**config.mk**
```make
export PLATFORM = sky130hd
export DESIGN_NAME = watchdog_timer_block
export DESIGN_NICKNAME = d
export VERILOG_FILES = /design/src/rtl/wdt_pkg.sv /design/src/rtl/watchdog_timer_block.sv
export VERILOG_INCLUDE_DIRS = /design/src /design/src/rtl
export SDC_FILE = /design/constraint.sdc
export NUM_CORES = 1
export LEC_CHECK = 0
export BUFFER_PORTS_ARGS = -buffer_cell sky130_fd_sc_hd__buf_2
export CORE_UTILIZATION = 57
export CTS_CLUSTER_DIAMETER = 50
export DETAILED_ROUTE_END_ITERATION = 10
export PLACE_DENSITY = 0.85
export SYNTH_ARGS = -nofsm -noshare
export SYNTH_HDL_FRONTEND = slang
export SYNTH_SLANG_ARGS = --single-unit
```
**constraint.sdc**
```tcl
create_clock -name clk_i -period 5.9 [get_ports clk_i]
set_input_delay 0 -clock clk_i [delete_from_list [all_inputs] [get_ports clk_i]]
set_output_delay 0 -clock clk_i [all_outputs]
set_load 0.01 [all_outputs]
```
**src/rtl/wdt_regs.svh**
```systemverilog
// register offsets, field positions, reset values and limits of the watchdog
// assumes a 32-bit classic wishbone slave with byte addresses
`ifndef WDT_REGS_SVH
`define WDT_REGS_SVH

// ****************************************************************
// register offsets (byte addresses)
// ****************************************************************
`define WDT_OFS_CONTROL 4'h0
`define WDT_OFS_STATUS 4'h4
`define WDT_OFS_MASK 4'h8
`define WDT_OFS_FLAGS 4'hC

// ****************************************************************
// field positions
// ****************************************************************
`define WDT_EN_BIT 0
`define WDT_PS_LSB 1
`define WDT_PS_MSB 5
`define WDT_EV_RESET_BIT 0
`define WDT_EV_WAKE_BIT 1
`define WDT_EV_SLEEP_BIT 2
`define WDT_FLAG_PD_BIT 0
`define WDT_FLAG_TO_BIT 1
`define WDT_FLAG_ASLEEP_BIT 2

// ****************************************************************
// reset values and limits
// ****************************************************************
`define WDT_PS_RESET 5'h0B
`define WDT_EN_RESET 1'h0
`define WDT_PS_MAX 5'h12
`define WDT_MIN_DIV 24'h000020
`define WDT_EV_WIDTH 3
`define WDT_CNT_WIDTH 23

`endif

```
**src/rtl/wdt_pkg.sv**
```systemverilog
// types shared by the watchdog block
// assumes the constants of wdt_regs.svh
package wdt_pkg;

    // ****************************************************************
    // watchdog operating mode from the configuration word
    // ****************************************************************
    typedef enum logic [1:0] {
        MODE_OFF = 2'b00,
        MODE_SW = 2'b01,
        MODE_AWAKE = 2'b10,
        MODE_ON = 2'b11
    } mode_e;

endpackage

```
**src/rtl/watchdog_timer_block.sv**
```systemverilog
// watchdog timer with wishbone control/status registers
// assumes clk_i is the low-frequency internal oscillator and that all
// core-side strobes arrive already synchronised to it
//
// Register access over Wishbone and the register offsets were left to the implementer.
`timescale 1ns/1ns
`include "wdt_regs.svh"

// Functional notes
// - awake time-out without clear resets device
// - counter runs on low-frequency oscillator clock
// - mode 11 always active, sleep included
// - mode 10 active awake, off asleep
// - mode 01 follows software enable bit
// - mode 00 off; enable ignored otherwise
// - period select: 32 doubled per code
// - reserved period codes use division 32
// - period select resets to two seconds
// - count cleared on listed clearing events
// - sleep entry clears, counting may continue
// - crystal wake holds clear until startup
// - sleep time-out wakes, no reset, flags
// - oscillator divider change leaves count alone
// - control bits 7:6 zero, enable resets 0
// - sleep entry clears pd, sets to
module watchdog_timer_block (
    input wire logic clk_i,
    input wire logic rst_i,
    input wire logic wb_cyc_i,
    input wire logic wb_stb_i,
    input wire logic wb_we_i,
    input wire logic [3:0] wb_adr_i,
    input wire logic [3:0] wb_sel_i,
    input wire logic [31:0] wb_dat_i,
    output logic [31:0] wb_dat_o,
    output logic wb_ack_o,
    input wire wdt_pkg::mode_e watchdog_mode_config_i,
    input wire logic watchdog_clear_instruction_i,
    input wire logic sleep_enter_i,
    input wire logic sleep_exit_i,
    input wire logic osc_fail_i,
    input wire logic crystal_clock_i,
    input wire logic oscillator_startup_timer_running_i,
    output logic watchdog_reset_o,
    output logic wake_o,
    output logic watchdog_expired_flag_n_o,
    output logic sleep_entered_flag_n_o,
    output logic irq_o
);
    import wdt_pkg::*;

    // ****************************************************************
    // functions
    // ****************************************************************
    // terminal count for a period select code
    function automatic logic [`WDT_CNT_WIDTH-1:0] term_count(input logic [4:0] ps);
        logic [23:0] div;
        div = `WDT_MIN_DIV;
        if (ps <= `WDT_PS_MAX) begin
            div = `WDT_MIN_DIV << ps;
        end
        term_count = 23'(div - 24'h000001);
    endfunction

    // ****************************************************************
    // state
    // ****************************************************************
    logic [4:0] period_select;
    logic software_watchdog_enable;
    logic [`WDT_EV_WIDTH-1:0] status;
    logic [`WDT_EV_WIDTH-1:0] mask;
    logic [`WDT_CNT_WIDTH-1:0] count;
    logic asleep;
    logic hold_startup;

    // ****************************************************************
    // bus decode
    // ****************************************************************
    wire bus_req = wb_cyc_i && wb_stb_i && !wb_ack_o;
    wire bus_wr = bus_req && wb_we_i && wb_sel_i[0];
    wire bus_rd = bus_req && !wb_we_i;
    wire sel_ctrl = wb_adr_i == `WDT_OFS_CONTROL;
    wire sel_stat = wb_adr_i == `WDT_OFS_STATUS;
    wire sel_mask = wb_adr_i == `WDT_OFS_MASK;
    wire sel_flag = wb_adr_i == `WDT_OFS_FLAGS;
    wire wr_ctrl = bus_wr && sel_ctrl;
    wire wr_mask = bus_wr && sel_mask;
    wire rd_stat = bus_rd && sel_stat;

    wire [7:0] ctrl_view = {2'b00, period_select, software_watchdog_enable};
    wire [2:0] flag_view = {asleep, watchdog_expired_flag_n_o, sleep_entered_flag_n_o};
    wire [31:0] rd_mux =
        sel_ctrl ? {24'h000000, ctrl_view} :
        sel_stat ? {29'h00000000, status} :
        sel_mask ? {29'h00000000, mask} :
        sel_flag ? {6'h00, count, flag_view} :
        32'h00000000;

    // ****************************************************************
    // mode decode
    // ****************************************************************
    wire mode_on = watchdog_mode_config_i == MODE_ON;
    wire mode_awake = watchdog_mode_config_i == MODE_AWAKE && !asleep;
    wire mode_sw = watchdog_mode_config_i == MODE_SW && software_watchdog_enable;
    wire active = mode_on || mode_awake || mode_sw;

    // ****************************************************************
    // clearing and time-out
    // ****************************************************************
    // no divider input exists, so a core clock change cannot touch count
    wire clear_any = watchdog_clear_instruction_i || sleep_enter_i || sleep_exit_i ||
        osc_fail_i || !active || oscillator_startup_timer_running_i || hold_startup;
    wire [`WDT_CNT_WIDTH-1:0] limit = term_count(period_select);
    wire expire = !clear_any && count == limit;
    wire expire_awake = expire && !asleep;
    wire expire_asleep = expire && asleep;
    wire [`WDT_EV_WIDTH-1:0] events = {sleep_enter_i, expire_asleep, expire_awake};
    wire [`WDT_EV_WIDTH-1:0] next_status = (rd_stat ? '0 : status) | events;
    wire [`WDT_CNT_WIDTH-1:0] next_count =
        (clear_any || expire) ? '0 : count + 23'h000001;

    // ****************************************************************
    // bus slave
    // ****************************************************************
    always_ff @(posedge clk_i) begin
        if (rst_i) begin
            wb_ack_o <= 1'b0;
            wb_dat_o <= 32'h00000000;
        end else begin
            wb_ack_o <= bus_req;
            wb_dat_o <= bus_rd ? rd_mux : 32'h00000000;
        end
    end

    // ****************************************************************
    // registers
    // ****************************************************************
    always_ff @(posedge clk_i) begin
        if (rst_i) begin
            period_select <= `WDT_PS_RESET;
            software_watchdog_enable <= `WDT_EN_RESET;
            mask <= '0;
        end else begin
            if (wr_ctrl) begin
                period_select <= wb_dat_i[`WDT_PS_MSB:`WDT_PS_LSB];
                software_watchdog_enable <= wb_dat_i[`WDT_EN_BIT];
            end
            if (wr_mask) begin
                mask <= wb_dat_i[`WDT_EV_WIDTH-1:0];
            end
        end
    end

    // set wins over read clear
    always_ff @(posedge clk_i) begin
        if (rst_i) begin
            status <= '0;
            irq_o <= 1'b0;
        end else begin
            status <= next_status;
            irq_o <= |(next_status & mask);
        end
    end

    // ****************************************************************
    // counter, sleep tracking and pulses
    // ****************************************************************
    always_ff @(posedge clk_i) begin
        if (rst_i) begin
            count <= '0;
        end else begin
            count <= next_count;
        end
    end

    always_ff @(posedge clk_i) begin
        if (rst_i) begin
            asleep <= 1'b0;
        end else if (sleep_exit_i || expire_asleep) begin
            asleep <= 1'b0;
        end else if (sleep_enter_i) begin
            asleep <= 1'b1;
        end
    end

    // crystal wake: held clear until the startup timer has run
    always_ff @(posedge clk_i) begin
        if (rst_i) begin
            hold_startup <= 1'b0;
        end else if (sleep_exit_i && crystal_clock_i) begin
            hold_startup <= 1'b1;
        end else if (!oscillator_startup_timer_running_i) begin
            hold_startup <= 1'b0;
        end
    end

    always_ff @(posedge clk_i) begin
        if (rst_i) begin
            watchdog_reset_o <= 1'b0;
            wake_o <= 1'b0;
        end else begin
            watchdog_reset_o <= expire_awake;
            wake_o <= expire_asleep;
        end
    end

    always_ff @(posedge clk_i) begin
        if (rst_i) begin
            watchdog_expired_flag_n_o <= 1'b1;
            sleep_entered_flag_n_o <= 1'b1;
        end else if (expire) begin
            watchdog_expired_flag_n_o <= 1'b0;
        end else if (sleep_enter_i) begin
            watchdog_expired_flag_n_o <= 1'b1;
            sleep_entered_flag_n_o <= 1'b0;
        end
    end
endmodule

```
==> out/qor.csv <==
stage,metric,value,unit
timing,finalHoldViolations,0,
global_routing,gr-total-overflow,0,
timing,tightest_slew,0.970,ns
finish,mostFrequentLayoutCells,"dfxtp_1, buf_2, nor2_1",
floorplanning,dieHeight,80.0,um
finish,n_antenna_cell,0,
timing,fin_crit,4.04,ns
timing,rsz0062_at_grt,false,
finish,design_area,0.00406,mm^2
setup_path,worstPathRequired,6.12,ns
place,gp_congestion,0.864,
setup_path,path_class,flop to flop,
timing,drv_slew,0,
detailed_routing,drt-initial-drc-count,247,
finish,mostFrequentLayoutCell,dfxtp_1,
setup_path,cp-end-kind,flop,
synth,synth_cell_types,61,
detailed_routing,wl_per_cell,15.1,um
synth,synth-simple-area-share,31.4,%
clock_network,cts_resized,0,
synth,ys_seq_area_share,39.9,%
timing,fin_crit_sh,68.4,%
finish,n_fill_cell,451,
setup_path,cp-start-kind,flop,
clock_network,clk_latency,0.35,ns
clock_network,post_cts.repair.setup_buffers,0,
synth,synth_xor_area_share,6.82,%
place,dpl_cell_area,0.00370,mm^2
setup_path,cp-endpoint,asleep,
place,port-buffer-count,55,
finish,nets,509,
synth,synth_top_family_by_area,simple AND/OR/NAND/NOR gates,
timing,timing.fmax,0.248,GHz
global_routing,grt_pass1_vias,2755,
synth,synthAdderAreaFrac,0.722,%
synth,syn_avg_cell_area,8.56,um^2
timing,setup_tns,0,ns
run_status,outcome,"complete, no violations",
setup_path,crit_chain,a211oi_1 -> nor2_1 -> a21oi_1 -> ha_1 -> or4_1 -> a21oi_1 -> or3_1 -> a22oi_1 -> nand4_1 -> nor4_1 -> nor4_1 -> dlygate4sd3_1,
setup_path,slowest_stage,dfxtp_1,
timing,relSlewSlack,35.3,%
setup_path,critPathMaxStageDelay,0.60,ns
synth,ys_seq_elements,69,
global_routing,grt_max_degree,26,
synth,postSynthCellCount,405,
global_routing,antenna_found_initial,0,
finish,drive_gt1_share,18.5,%
pwr,p_per_area,233,mW/mm^2
setup_path,crit_start,period_select[2],
pwr,p_leak,1.60,nW
synth,synthFlopType,dfxtp_1,
setup_path,reg2reg_to,asleep,
setup_path,reg2reg_depth,12,
timing,final-setup-viol-count,0,
floorplanning,die_w,80.0,um
floorplanning,io_pins,91,
clock_network,cts.sinks,69,
clock_network,cts_root_buffer,clkbuf_8,
clock_network,cts_tree,built,
finish,area_growth,17.1,%
synth,synth_edf_count,0,
timing,fin_skew,0.0135,ns
clock_network,cts_hold_buf,13,
detailed_routing,ant_nets,0,
synth,yosys_warnings,0,
detailed_routing,dr.pass1.iters,5,
setup_path,worstPathArrival,4.26,ns
min_path,holdPathStages,3,
global_routing,track_usage,27.3,%
detailed_routing,drc,0,
pwr,ir_worst_vdd,0.256,mV
clock_network,ctsHtreeMaxLevel,3,
synth,syn-cell-area,0.00347,mm^2
global_routing,grt_pass1_wl,13.4,mm
synth,ys_async_sr_fraction,0,%
synth,synth_compound_area_share,10.9,%
flow_run,maxCapViolCount,0,
setup_path,reg2reg_from,period_select[2],
clock_network,clockBufferDepth,2,
clock_network,path_clk_slew,0.08,ns
floorplanning,initial_core_util,58.9,%
setup_path,cp_max_fo,24,
floorplanning,die-area,0.00640,mm^2
floorplanning,core,0.00589,mm^2
min_path,hold_path.class,primary input to flop,
detailed_routing,vias_per_cell,5.89,
detailed_routing,finalWirelength,8.09,mm
synth,muxShareOfSynthArea,4.58,%
detailed_routing,vias,3145,
clock_network,cts_buffers,9,
setup_path,reg2reg_slack,1.86,ns
floorplanning,rows,28,
place,dp_hpwl,5.13,mm
[layer usage]
metal	up-vias	global-route usage [%]	routed length [um]
li1	1519	-	-
met1	1482	36.8	3400
met2	118	41.6	3950
met3	26	6.74	518
met4	0	10.7	217
met5	-	0	0
[critical path: cells and delay by family, from the launching register on]
family	cells	cell delay, ns
AND/OR/NAND/NOR	6	1.23
buffers and inverters	1	0.58
AO/OA/AOI/OAI	4	1.01
flip-flops	1	0.60
adder cells (fa/ha/maj)	1	0.51
[layout make-up]
cell class,count,area [um^2],area share [%]
multi-input combinational,299,1920,47.2
tap,75,93.8,2.31
clock inverter,6,93.8,2.31
inverter,6,22.5,0.555
timing repair buffer,69,413,10.2
clock buffer,10,138,3.39
sequential,69,1380,34.0
[cell usage after synthesis, types with 5 or more instances]
master    instances  area, um^2
mux2i_1           8        80.1
a21oi_1          10        50.1
and2_1           21         131
inv_1             6        22.5
and3_1            6        37.5
nand3_1          19        95.1
buf_2             6        30.0
nand2b_1          7        43.8
or4_1             5        37.5
nor3_1           31         155
xnor2_1          10        87.6
buf_4             7        52.6
nor2_1           35         131
clkbuf_1         21        78.8
nand2_1          28         105
nor2b_1          10        62.6
xor2_1           17         149
dfxtp_1          69        1380
o21ai_0           7        35.0
nand3b_1          5        37.5
nor4_1            6        37.5
[cell families after synthesis]
family | Yosys count
compound gates | 53
flops | 69
xor+xnor | 27
simple gates | 199
other cells | 1
fa+ha+maj | 2
buf+inv | 42
mux | 12
[stage by stage]
stage / hold slack [ns] / utilization (%) / setup WS [ns] / std cells / power (W)
global route: 0.0272 / 69.0 / 1.52 / 534 / 0.000976
global placement: 0.201 / 62.8 / 2.34 / 505 / 0.000508
floorplan: 0.0785 / - / 2.85 / 410 / 0.000499
finish: 0.0276 / 69.0 / 1.86 / 534 / 0.000946
detailed placement: 0.214 / 62.8 / 2.32 / 505 / 0.000508
CTS: 0.0132 / 69.0 / 1.98 / 534 / 0.000946
[how the worst min path moves through the flow]
stage,from,end,slack [ns]
6_report,wb_adr_i[3],wb_dat_o[3],0.03
2_1_floorplan,sleep_exit_i,asleep,0.08
3_5_place_dp,wb_dat_i[4],period_select[3],0.21
3_3_place_gp,wb_dat_i[4],period_select[3],0.20
4_1_cts,wb_adr_i[3],wb_dat_o[3],0.01
5_1_grt,wb_adr_i[3],wb_dat_o[3],0.03
[power breakdown]
group	leakage, nW	switching (W)	total, W	internal, W
combinational	0.932	0.0000185	0.0000373	0.0000189
sequential	0.557	0.00000234	0.000470	0.000468
clock	0.113	0.000186	0.000439	0.000252
total	1.60	0.000207	0.000946	0.000739
[state kept, by name, indices dropped and copies added (netlist names)]
| signal | flops |
|---|---|
| period_select | 5 |
| mask | 3 |
| wake_o | 1 |
| hold_startup | 1 |
| wb_dat_o | 26 |
| irq_o | 1 |
| watchdog_expired_flag_n_o | 1 |
| watchdog_reset_o | 1 |
| count | 23 |
| sleep_entered_flag_n_o | 1 |
| wb_ack_o | 1 |
| status | 3 |
| asleep | 1 |
| software_watchdog_enable | 1 |
Note: power is estimated with default switching activity, not from simulation.
